File: config.mk
export PLATFORM = sky130hd
export DESIGN_NAME = local_irq_status
export DESIGN_NICKNAME = d
export VERILOG_FILES = /design/src/logic/local_irq_status.v
export VERILOG_INCLUDE_DIRS = /design/src /design/src/include
export SDC_FILE = /design/constraint.sdc
export NUM_CORES = 1
export LEC_CHECK = 0
export BUFFER_PORTS_ARGS = -buffer_cell sky130_fd_sc_hd__buf_2
export CAP_MARGIN = 5
export CORE_ASPECT_RATIO = 0.8
export CORE_MARGIN = 2
export CORE_UTILIZATION = 25
export DETAILED_ROUTE_END_ITERATION = 10
export HOLD_SLACK_MARGIN = 0.06
export MAX_ROUTING_LAYER = met4
export PLACE_DENSITY = 0.48
export SLEW_MARGIN = 20
export SYNTH_ARGS = -nofsm -noshare
export SYNTH_HDL_FRONTEND = slang
export SYNTH_SLANG_ARGS = --single-unit
File: constraint.sdc
create_clock -name clk_i -period 1.5 [get_ports clk_i]
set_clock_uncertainty 0.05 [all_clocks]
set_input_delay 0.3 -clock clk_i [delete_from_list [all_inputs] [get_ports clk_i]]
set_output_delay 0.3 -clock clk_i [all_outputs]
set_load 0.01 [all_outputs]
File: src/include/local_irq_defines.vh
`ifndef LOCAL_IRQ_DEFINES_VH
`define LOCAL_IRQ_DEFINES_VH

// Register offsets on the local register port
`define LIS_STATUS_OFS     8'h10
`define LIS_ENABLE_OFS     8'h14
`define LIS_NETCMD_OFS     8'h1D

// Status and enable bit positions
`define LIS_NI1_BIT        0
`define LIS_NI2_BIT        1
`define LIS_NI3_BIT        2
`define LIS_RST_REQ_BIT    3
`define LIS_TXF_FULL_BIT   5
`define LIS_ROGUE_BIT      6
`define LIS_NI4_BIT        7
`define LIS_BAD_DATA_BIT   8
`define LIS_RXF_AFULL_BIT  9
`define LIS_RXF_FULL_BIT   10
`define LIS_SYNC_LOSS_BIT  11
`define LIS_WR_INH_BIT     12
`define LIS_PARITY_BIT     13
`define LIS_GLOBAL_EN_BIT  14
`define LIS_AUTOCLR_BIT    15

// Latched flags cleared by writing zero
`define LIS_LATCH_MASK     16'h3F68
// Enable bits that exist (bit 14 and bit 4 are reserved there)
`define LIS_ENABLE_MASK    16'hBFEF
// Bridge local configuration bit gating the host interrupt
`define LIS_BRIDGE_GATE_BIT 11

`define LIS_STATUS_RST     16'h0000
`define LIS_ENABLE_RST     16'h0000

// Network interrupt command type codes (low three bits)
`define LIS_CMD_RESET      3'h0
`define LIS_CMD_NI1        3'h1
`define LIS_CMD_NI2        3'h2
`define LIS_CMD_NI3        3'h3
`define LIS_CMD_NI4        3'h7

`endif

File: src/logic/local_irq_status.v
// Summary of operation
// - All qualified interrupt sources are ORed onto one local interrupt line.
// - Bridge configuration bit 11 further gates the line toward the host.
// - A source asserts only with its flag, its enable and global enable high.
// - Status bit 15 reads back the auto-clear bit of the enable register.
// - With auto-clear set, reading status clears global enable, dropping the line.
// - Global enable bit 14 is read/write in the status register.
// - Parity errors latch bit 13 only while parity is enabled; write zero clears.
// - With parity on, only 32/64-bit accesses are checked; narrower writes blocked.
// - Blocked narrow writes in parity mode latch bit 12; write zero clears.
// - Receiver sync loss latches bit 11; write zero clears.
// - Receive FIFO full latches bit 10 until zero is written.
// - Receive FIFO almost full latches bit 9; host should pause accesses.
// - Receiver invalid data latches bit 8; cleared only by writing zero.
// - Bit 7 shows type-four network interrupts are queued.
// - Rogue packet removal as rogue master latches bit 6; write zero clears.
// - Transmit FIFO full latches bit 5; write zero clears.
// - Reset request from another node sets bit 3; host performs the reset.
// - Bits 0 to 2 show pending network interrupts of types one to three.
// - Upper sixteen bits and bit 4 are reserved and read zero.
// - Enable register mirrors status bit positions, one enable per source.
// - Command low three bits: zero is node reset, 1,2,3,7 network interrupts.
`include "local_irq_defines.vh"

module local_irq_status (
  input  wire        clk_i,            // Board clock, 100 MHz
  input  wire        rst_b_i,          // Asynchronous reset, active low
  input  wire        reg_wr_i,         // Register write strobe, one cycle
  input  wire        reg_rd_i,         // Register read strobe, one cycle
  input  wire [7:0]  reg_addr_i,       // Register byte offset
  input  wire [31:0] reg_wdata_i,      // Register write data
  output reg  [31:0] reg_rdata_o,      // Read data, valid the cycle after reg_rd_i
  input  wire        bridge_gate_i,    // Bridge local configuration bit 11
  input  wire        parity_en_i,      // Parity enable from control register 1
  input  wire        mem_acc_i,        // Local memory access strobe
  input  wire        mem_wr_i,         // Access is a write
  input  wire [3:0]  mem_be_i,         // Byte lanes of the access
  input  wire        mem_par_err_i,    // Parity error seen on the access
  input  wire        sync_loss_i,      // Receiver lost synchronization (pin)
  input  wire        rx_full_i,        // Receive FIFO full (pin)
  input  wire        rx_afull_i,       // Receive FIFO almost full (pin)
  input  wire        bad_data_i,       // Receiver invalid data (pin)
  input  wire        rogue_removed_i,  // Rogue packet removed (pulse)
  input  wire        rogue_master_i,   // Board is rogue master 0 or 1
  input  wire        tx_full_i,        // Transmit FIFO full
  input  wire        rx_cmd_valid_i,   // Received network command, one cycle
  input  wire [2:0]  rx_cmd_type_i,    // Received command type code
  input  wire [3:0]  queue_nonempty_i, // Sender queues 1..4 hold entries
  output reg         mem_wr_block_o,   // Write of the previous cycle was inhibited
  output reg         local_irq_out_n_o,// Local interrupt line, active low
  output reg         host_irq_n_o      // Host interrupt after bridge gate, active low
);

  reg  [1:0]  sync_loss_s;
  reg  [1:0]  rx_full_s;
  reg  [1:0]  rx_afull_s;
  reg  [1:0]  bad_data_s;
  reg  [3:0]  fault_prev;
  wire [15:0] status;
  reg  [15:0] enable;
  reg         narrow_wr;
  wire [15:0] next_status;
  reg  [15:0] set_vec;
  wire [15:0] status_view;
  wire [15:0] next_view;
  wire [15:0] pending;
  wire        st_wr;
  wire        st_rd;
  wire [3:0]  fault_now;

  localparam [15:0] LATCH_MASK = `LIS_LATCH_MASK;
  localparam [15:0] STATUS_RST = `LIS_STATUS_RST;

  genvar            k;

  // Pin inputs pass two flops; the edge logic reads only the second stage
  always @(posedge clk_i or negedge rst_b_i) begin
    if (!rst_b_i) begin
      sync_loss_s <= 2'h0;
      rx_full_s   <= 2'h0;
      rx_afull_s  <= 2'h0;
      bad_data_s  <= 2'h0;
      fault_prev  <= 4'h0;
    end else begin
      sync_loss_s <= {sync_loss_s[0], sync_loss_i};
      rx_full_s   <= {rx_full_s[0], rx_full_i};
      rx_afull_s  <= {rx_afull_s[0], rx_afull_i};
      bad_data_s  <= {bad_data_s[0], bad_data_i};
      fault_prev  <= fault_now;
    end
  end

  assign fault_now = {sync_loss_s[1], rx_full_s[1], rx_afull_s[1], bad_data_s[1]};
  assign st_wr = reg_wr_i && (reg_addr_i == `LIS_STATUS_OFS);
  assign st_rd = reg_rd_i && (reg_addr_i == `LIS_STATUS_OFS);

  // Any lane missing means an 8, 16 or 24-bit write
  always @* begin
    narrow_wr = mem_acc_i && mem_wr_i && (mem_be_i != 4'hF);
  end

  // Flag events, one bit per source; the four pin sources latch on their rising edge, tx_full_i on its level
  always @* begin
    set_vec = 16'h0000;
    set_vec[`LIS_PARITY_BIT]    = parity_en_i && mem_acc_i && mem_par_err_i
                                  && (mem_be_i == 4'hF);
    set_vec[`LIS_WR_INH_BIT]    = parity_en_i && narrow_wr;
    set_vec[`LIS_SYNC_LOSS_BIT] = fault_now[3] && !fault_prev[3];
    set_vec[`LIS_RXF_FULL_BIT]  = fault_now[2] && !fault_prev[2];
    set_vec[`LIS_RXF_AFULL_BIT] = fault_now[1] && !fault_prev[1];
    set_vec[`LIS_BAD_DATA_BIT]  = fault_now[0] && !fault_prev[0];
    set_vec[`LIS_ROGUE_BIT]     = rogue_master_i && rogue_removed_i;
    set_vec[`LIS_TXF_FULL_BIT]  = tx_full_i;
    set_vec[`LIS_RST_REQ_BIT]   = rx_cmd_valid_i
                                  && (rx_cmd_type_i == `LIS_CMD_RESET);
  end

  // Pending bits are live queue state, not latched
  assign status_view = {enable[`LIS_AUTOCLR_BIT], status[14:8],
                        queue_nonempty_i[3], status[6:3],
                        queue_nonempty_i[2:0]} & 16'hFFEF;

  // One flag per position; set wins over a written zero, written ones set only the global enable
  generate
    for (k = 0; k < 16; k = k + 1) begin : g_flag
      reg flag_q;
      if (LATCH_MASK[k]) begin : g_latch
        assign next_status[k] = set_vec[k]
                              | (status[k] & ~(st_wr & ~reg_wdata_i[k]));
      end else if (k == `LIS_GLOBAL_EN_BIT) begin : g_global
        // Auto-clear is applied after a same-cycle write so the read still wins
        assign next_status[k] = !(st_rd && enable[`LIS_AUTOCLR_BIT])
                              && (st_wr ? reg_wdata_i[k] : status[k]);
      end else begin : g_live
        // Live or reserved positions keep no state here
        assign next_status[k] = 1'b0;
      end
      always @(posedge clk_i or negedge rst_b_i) begin
        if (!rst_b_i) begin
          flag_q <= STATUS_RST[k];
        end else begin
          flag_q <= next_status[k];
        end
      end
      assign status[k] = flag_q;
    end
  endgenerate

  // Qualify on the next state so a clear or auto-clear drops the line at once
  assign next_view = {enable[`LIS_AUTOCLR_BIT], next_status[14:8],
                      queue_nonempty_i[3], next_status[6:3],
                      queue_nonempty_i[2:0]} & 16'hFFEF;

  // Sources qualified by flag and enable; global enable is applied at the outputs
  assign pending = next_view & enable & `LIS_ENABLE_MASK & 16'h7FFF;

  always @(posedge clk_i or negedge rst_b_i) begin
    if (!rst_b_i) begin
      enable            <= `LIS_ENABLE_RST;
      reg_rdata_o       <= 32'h00000000;
      mem_wr_block_o    <= 1'b0;
      local_irq_out_n_o <= 1'b1;
      host_irq_n_o      <= 1'b1;
    end else begin
      if (reg_wr_i && (reg_addr_i == `LIS_ENABLE_OFS))
        enable <= reg_wdata_i[15:0] & `LIS_ENABLE_MASK;
      if (reg_rd_i) begin
        case (reg_addr_i)
          `LIS_STATUS_OFS: reg_rdata_o <= {16'h0000, status_view};
          `LIS_ENABLE_OFS: reg_rdata_o <= {16'h0000, enable};
          default:         reg_rdata_o <= 32'h00000000;
        endcase
      end
      mem_wr_block_o    <= parity_en_i && narrow_wr;
      local_irq_out_n_o <= ~(next_status[`LIS_GLOBAL_EN_BIT] && (|pending));
      host_irq_n_o      <= ~(next_status[`LIS_GLOBAL_EN_BIT] && (|pending)
                             && bridge_gate_i);
    end
  end

endmodule

=== Word level (Yosys, flattened, before mapping) ===
Cells that the tools add are included.

* Flip-flop bits (word level): 71
* Input port bits: 68
* Output and inout bits: 35
* Logic and storage cells: 100

* Eq/ne operators: 4
* Multiplexer cells: 2
* Bitwise gates (word level): 48
* Reductions and logical operators: 26

{| class="wikitable"
|+ Operators with widths
! cell !! number
|-
| 16-bit one-hot mux with 2 select lines || 1
|-
| 1-bit NOT || 20
|-
| 1-bit logical AND || 19
|-
| 1-bit AND || 18
|-
| 8-bit by 5-bit equality test with 1-bit output, second input constant || 2
|-
| 14-bit AND || 1
|-
| 13-bit OR reduction || 1
|-
| 1-bit OR || 9
|-
| 1-bit logical NOT || 5
|-
| 4-bit equality test, second input constant || 1
|-
| 4-bit inequality test, second input constant || 1
|-
| 3-bit logical NOT || 1
|-
| 1-bit two-way mux || 1
|}

=== Longest topological paths before layout ===
Gate-level depths: netlist of the first run.

* Word-level depth: 11
* Depth in mapped cells: 7
* Mapped depth without buffers: 5

=== Worst setup path after synthesis of the first run ===
Ideal clock, no wire load.

* Path kind: input to register
* Start point: input port reg_addr_i[6]
* End point: register enable[11]
* Setup time: 0.127 ns
* Arrival: 1.577 ns
* Required time: 1.323 ns
* Setup slack: -0.255 ns
* Stages: 6
* Path buffers: 2
* Cells stage by stage: nor4_4 > and2_1 > and3_1 > buf_4 > buf_6 > mux2_1

* Longest elaborated chain between the ends: 2

{| class="wikitable"
|+ RTL lines
! what !! line !! source
|-
| from (decl) || local_irq_status.v:30 || <nowiki>input wire [7:0] reg_addr_i,</nowiki>
|-
| 8-bit by 5-bit equality test with 1-bit output (no source line) || -- ||
|-
| 1-bit logical AND || local_irq_status.v:165 || <nowiki>if (reg_wr_i && (reg_addr_i == `LIS_ENABLE_OFS))</nowiki>
|-
| to (signal assigned) || local_irq_status.v:159 || <nowiki>enable <= `LIS_ENABLE_RST;</nowiki>
|-
| to (signal assigned) || local_irq_status.v:166 || <nowiki>enable <= reg_wdata_i[15:0] & `LIS_ENABLE_MASK;</nowiki>
|-
| to (decl) || local_irq_status.v:60 || <nowiki>reg [15:0] enable;</nowiki>
|}

No other way between the ends.
A chain may end at the register's enable or synchronous reset.

=== Worst setup path in the final report of the first run ===
* Start point: input port reg_addr_i[6]
* End point: register host_irq_n_o

* Longest elaborated chain between the ends: 11
* Elaborated cells on any way between the ends: 48
* Classes of those cells: eq/ne: 1; mux: 1; bitwise: 38; reduce/logical: 8

{| class="wikitable"
|+ RTL lines
! what !! line !! source
|-
| 8-bit by 5-bit equality test with 1-bit output || -- ||
|-
| 1-bit logical AND || local_irq_status.v:94 || <nowiki>assign st_wr = reg_wr_i && (reg_addr_i == `LIS_STATUS_OFS);</nowiki>
|-
| 1-bit AND || local_irq_status.v:129 || <nowiki>| (status[k] & ~(st_wr & ~reg_wdata_i[k]));</nowiki>
|-
| 1-bit NOT || local_irq_status.v:129 ||
|-
| 1-bit AND || local_irq_status.v:129 ||
|-
| 1-bit OR || local_irq_status.v:129 ||
|-
| named net next_status[6] || local_irq_status.v:62 || <nowiki>wire [15:0] next_status;</nowiki>
|-
| 14-bit AND || local_irq_status.v:155 || <nowiki>assign pending = next_view & enable & `LIS_ENABLE_MASK & 16'h7FFF;</nowiki>
|-
| 13-bit OR reduction || local_irq_status.v:176 || <nowiki>host_irq_n_o <= ~(next_status[`LIS_GLOBAL_EN_BIT] && (|pending)</nowiki>
|-
| 1-bit logical AND (2 in series) || local_irq_status.v:176 ||
|-
| 1-bit NOT || local_irq_status.v:176 ||
|-
| to (signal assigned) || local_irq_status.v:176 ||
|-
| to (decl) || local_irq_status.v:51 || <nowiki>output reg host_irq_n_o</nowiki>
|}

The timed path passes the listed nets, and every way through them passes these cells.

==> qor.yml, run 1 <==
run_status:
  violations: "negative setup slack"
  outcome: "complete, but fails checks"
setup_path:
  cpPeakStageDelay_ns: 0.29
  path_buf_inv: 3
  critical_path.most_common_cell: "buf_6"
  cp_data_required_time_ns: 1.65
  crit_path_start_kind: "primary input"
  cp.arrival_ns: 1.68
  crit_family: "compound AO/OA/AOI/OAI gates"
  slowest_stage: "nor4_4"
  worstSetupPathType: "in2reg"
  crit_fanout: 3
  crit_path_end_kind: "register"
  crit_chain: "buf_6 > nor4_4 > buf_4 > and2_4 > buf_6 > a21oi_2 > a22o_1 > o311ai_2"
synthesis:
  synth_cell_type_count: 46
  avgSynthCellArea_um2: 10.9
  synth_top_flop_cell: "dfrtp_1"
  synth-seq-cells: 54
  yosysWarnings: 0
  yosysTopAreaCell: "dfrtp_1"
  seq_area_frac_synth_pct: 54.8
  yosys-top-cells-count: "dfrtp_1, nand2_1, inv_1"
  synth.most_common_cell: "dfrtp_1"
  synth_edf_count: 0
  async_flop_share_pct: 100
  netlist_area_um2: 2470
  yosys-top-cells-area: "dfrtp_1, mux2_1, buf_4"
  synth_top_area_share_pct: 52.7
  syn_inst: 226
final_layout:
  n_antenna_cell: 0
  fill_cells: 978
  finish.utilization_pct: 36.6
  final_nets: 396
  multi_input_area_um2: 1040
  drive_above_1_share_pct: 45.9
  area_growth_pct: 42.2
  regArea_um2: 1350
global_routing:
  grt_pass1_wl_mm: 10.0
  grt_pass1_vias: 1900
  antenna_found_initial: 0
  grt_use_total_pct: 12.7
  grt_max_degree: 28
  grt_overflow: 0
floorplanning:
  die_h_um: 92.9
  start_util_pct: 25.7
  die_x_um: 115
  dieArea_um2: 10700
  rows: 32
  io_pins: 103
  core-area_um2: 9610
power:
  design_power_total_w: 0.00345
  power_density_nw_per_um2: 982
  total_leakage_power_nw: 1.69
  peakVddDrop_v: 0.000571
timing:
  drv_slew: 0
  layout_setup_ws_ns: -0.0327
  relSlewSlack_pct: 66.1
  setup_viol: 14
  worst_pin_slew_ns: 0.509
  min_period_over_period_pct: 102
  finalCriticalPeriod_ns: 1.53
  finalHoldViolCount: 0
  fmax_mhz: 652
  rsz0062_at_grt: "yes"
clocking:
  clockBufferDepth: 2
  cts_made_buffers: 5
  h-tree-depth: 2
  clock_latency_ns: 0.29
  clk_pin_slew_ns: 0.07
  cts-root-buf: "clkbuf_16"
  cts.sink_count: 54
  tritoncts: "done"
place:
  numPortBuffers: 68
  dpl.hpwl_mm: 4.74
  routabilityCongestion: 0.771
worst_hold_path:
  min_path_type: "in2reg"
routing:
  viasPerCell: 4.28
  first_pass_iters: 4
  dr_total_vias: 1916
  drc_errors: 0
  drtIter0Drc: 74
  routedWlPerCell_um: 13.8
  drt-total-wl_mm: 6.20
  ant_nets: 0
flow_run:
  cap_violations: 0
-- cell usage in the layout, fill, tap and decap left out, types with 2 or more instances in the layout --
master,count
o22ai_1,14
conb_1,17
o21ai_1,2
inv_1,22
dfstp_2,2
buf_2,66
bufinv_16,2
a21boi_0,2
nor3_1,3
dlygate4sd3_1,3
o21a_1,2
a21oi_1,2
nand3_1,2
a21oi_2,3
nand2_1,25
o21ai_0,11
nand2b_1,6
mux2_4,13
nor2_1,2
buf_6,4
buf_12,4
clkbuf_16,5
dfrtp_1,52
mux2_2,10
buf_4,27
-- power by group --
| part | total [W] | internal [W] | leakage [nW] | switching [W] |
|---|---|---|---|---|
| Sequential | 0.00154 | 0.00151 | 0.661 | 0.0000274 |
| Combinational | 0.000391 | 0.000195 | 0.928 | 0.000196 |
| Clock | 0.00152 | 0.00100 | 0.0971 | 0.000518 |
-- cell type report --
| cell class | instances | area share [%] |
|---|---|---|
| multi-input cells | 141 | 29.7 |
| well taps | 119 | 4.24 |
| flip-flops and latches | 54 | 38.5 |
| inverters | 22 | 2.35 |
| repair buffers | 104 | 19.6 |
| clock inverters | 2 | 1.71 |
| clock buffers | 6 | 3.95 |
-- stage by stage --
stage	hold WS, ns	cell area, um2	instances	TNS (ns)	setup WS (ns)
floorplan	-0.0456	2580	242	-2.46	-0.228
global placement	0.242	3160	434	-5.98	-0.487
detailed placement	0.251	3160	434	-6.82	-0.528
CTS	0.0648	3480	447	-0.401	-0.0353
global route	0.0647	3510	448	-1.71	-0.138
finish	0.0700	3510	448	-0.307	-0.0327
-- flip-flops by register name, summed over array words and instances, names as in the netlist --
register           flops
local_irq_out_n_o      1
sync_loss_s            2
reg_rdata_o           15
host_irq_n_o           1
g_flag.flag_q         10
bad_data_s             2
fault_prev             4
mem_wr_block_o         1
rx_afull_s             2
enable                14
rx_full_s              2
-- metal layers --
metal  wire [um]  track usage [%]
met1        3090             17.5
met2        2760             18.7
met3         265             2.75
met4          80             3.61
met5           0                -
-- final timing paths --
kind / end / cells past startpoint / start / slack (ns)
worst min register to register: bad_data_s[1] / 0 / bad_data_s[0] / 0.30
max in group asynchronous: g_flag[14].flag_q / 3 / rst_b_i / 0.40
worst max register to register: host_irq_n_o / 6 / rx_afull_s[1] / 0
min in group asynchronous: enable[11] / 2 / rst_b_i / 0.46
worst min-delay path: rx_afull_s[0] / 1 / rx_afull_i / 0.07
worst max-delay path: host_irq_n_o / 8 / reg_addr_i[6] / -0.03
-- what timing repair did --
item                                    in CTS  in global routing
hold endpoints to repair                    17                  0
gates resized for setup                     17                  5
gates cloned                                 0                  0
endpoints found under the setup margin      13                 16
hold buffers                                 3                  0
pin swaps                                    8                  2
buffers inserted                             2                  1
-- kinds of logic after synthesis --
family	share of synthesized area (%)
DFF	54.8
and+or+nand+nor	11.1
AOI/OAI and AO/OA	13.2
buffers and inverters	10.2
muxes	10.5
other	0.152
Power figures use the tool's default switching activity.
==> run 2, diff against run 1 <==
Settings changed: RECOVER_POWER from default to 100.
==> qor.yml, run 2 (synthesized netlist as in run 1, its figures left out) <==
setup_path:
  critical_path.most_common_cell: "buf_6"
  cp_data_required_time_ns: 1.65
  slowest_stage: "nor4_4"
  worstSetupPathType: "in2reg"
  crit_chain: "buf_6 > nor4_4 > buf_4 > and2_4 > buf_6 > a21oi_2 > a22o_1 > o311ai_2"
  crit_path_end_kind: "register"
  crit_fanout: 3
  cp.arrival_ns: 1.68
  crit_path_start_kind: "primary input"
  cpPeakStageDelay_ns: 0.29
  path_buf_inv: 3
  crit_family: "compound AO/OA/AOI/OAI gates"
clocking:
  tritoncts: "done"
  clock_latency_ns: 0.29
  clk_pin_slew_ns: 0.07
  cts-root-buf: "clkbuf_16"
  cts_made_buffers: 5
  h-tree-depth: 2
  clockBufferDepth: 2
  cts.sink_count: 54
timing:
  finalCriticalPeriod_ns: 1.53
  worst_pin_slew_ns: 0.518
  drv_slew: 0
  finalHoldViolCount: 0
  fmax_mhz: 652
  finalSetupTns_ns: -0.330
  setup_viol: 14
  hold_ws_ns: 0.0709
  rsz0062_at_grt: "yes"
  relSlewSlack_pct: 65.5
  layout_setup_ws_ns: -0.0338
  min_period_over_period_pct: 102
floorplanning:
  rows: 32
  dieArea_um2: 10700
  io_pins: 103
  die_x_um: 115
  core-area_um2: 9610
  start_util_pct: 25.7
  die_h_um: 92.9
power:
  peakVddDrop_v: 0.000571
  total_leakage_power_nw: 1.60
  power_density_nw_per_um2: 992
routing:
  drc_errors: 0
  drtIter0Drc: 77
  viasPerCell: 4.26
  ant_nets: 0
  first_pass_iters: 4
  drt-total-wl_mm: 6.23
  routedWlPerCell_um: 13.9
  dr_total_vias: 1910
global_routing:
  grt_overflow: 0
  grt_max_degree: 28
  grt_use_total_pct: 12.7
  grt_pass1_vias: 1900
  antenna_found_initial: 0
  grt_pass1_wl_mm: 10.0
final_layout:
  layout_common_cells: "dfrtp_1, buf_2, nand2_1, inv_1, buf_4"
  regMostFlops: "reg_rdata_o"
  layoutNonFillerInstCount: 448
  finish.instance_area_um2: 3470
  n_antenna_cell: 0
  reg_top3: "reg_rdata_o x15, enable x14, g_flag.flag_q x10"
  final_common_cell: "dfrtp_1"
  largest_reg_flops: 15
  final_nets: 396
  drive_above_1_share_pct: 40.1
  area_growth_pct: 40.4
place:
  pre_cts_slack_ns: -0.528
  dp.cells: 434
  numPortBuffers: 68
  routabilityCongestion: 0.771
  dpl.hpwl_mm: 4.74
  placed_area_um2: 3160
flow_run:
  cap_violations: 0
run_status:
  outcome: "complete, but fails checks"
  violations: "negative setup slack"
worst_hold_path:
  min_path_type: "in2reg"
run 2: changes by cell type in the layout (fill, tap and decap cells not counted):
cell      delta
clkbuf_1    +19
clkbuf_4     +2
buf_12       -1
clkbuf_2     +2
buf_2       -17
buf_4        -5
run 2: metrics by stage:
stage | total power [W] | utilization (%)
2_1_floorplan | 0.00175 | -
3_3_place_gp | 0.00192 | 32.9
3_5_place_dp | 0.00192 | 32.9
4_1_cts | 0.00348 | 36.2
5_1_grt | 0.00359 | 36.1
6_report | 0.00344 | 36.1
run 2: area by class of cell:
cell class,instances,area (um2)
Clock buffer,6,139
Clock inverter,2,60.1
Fill cell,985,6140
Inverter,22,82.6
Multi-Input combinational cell,141,1040
Sequential cell,54,1350
Tap cell,119,149
Timing Repair Buffer,104,642
run 2: routing by layer:
layer | share of wire, % | vias to the layer above | routed length, um | GRT usage, %
met3 | 4.3 | 4 | 268 | 2.75
met2 | 45 | 50 | 2810 | 18.7
li1 | - | 955 | - | -
met1 | 49 | 901 | 3080 | 17.5
met4 | 0.98 | 0 | 61 | 3.61
met5 | 0 | - | 0 | -
run 2: power breakdown:
group / switching (W) / internal [W] / leakage, nW
clock: 0.000517 / 0.00100 / 0.0971
sequential: 0.0000275 / 0.00151 / 0.661
combinational: 0.000195 / 0.000188 / 0.842
run 2: timing repair:
item	4_1_cts	5_1_grt
gates resized for setup	17	5
hold endpoints to repair	17	0
setup buffers	2	1
hold buffers	3	0
setup endpoints to repair	13	16
pin swaps	8	2
run 2: worst paths after layout:
path / startpoint / to / slack [ns] / cells after the start
max in group asynchronous: rst_b_i / reg_rdata_o[15] / 0.22 / 3
worst min-delay path: rx_afull_i / rx_afull_s[0] / 0.07 / 1
worst max-delay path: reg_addr_i[6] / host_irq_n_o / -0.03 / 8
worst max register to register: rx_afull_s[1] / host_irq_n_o / 0 / 6
worst min register to register: bad_data_s[0] / bad_data_s[1] / 0.30 / 0
min in group asynchronous: rst_b_i / enable[11] / 0.46 / 2
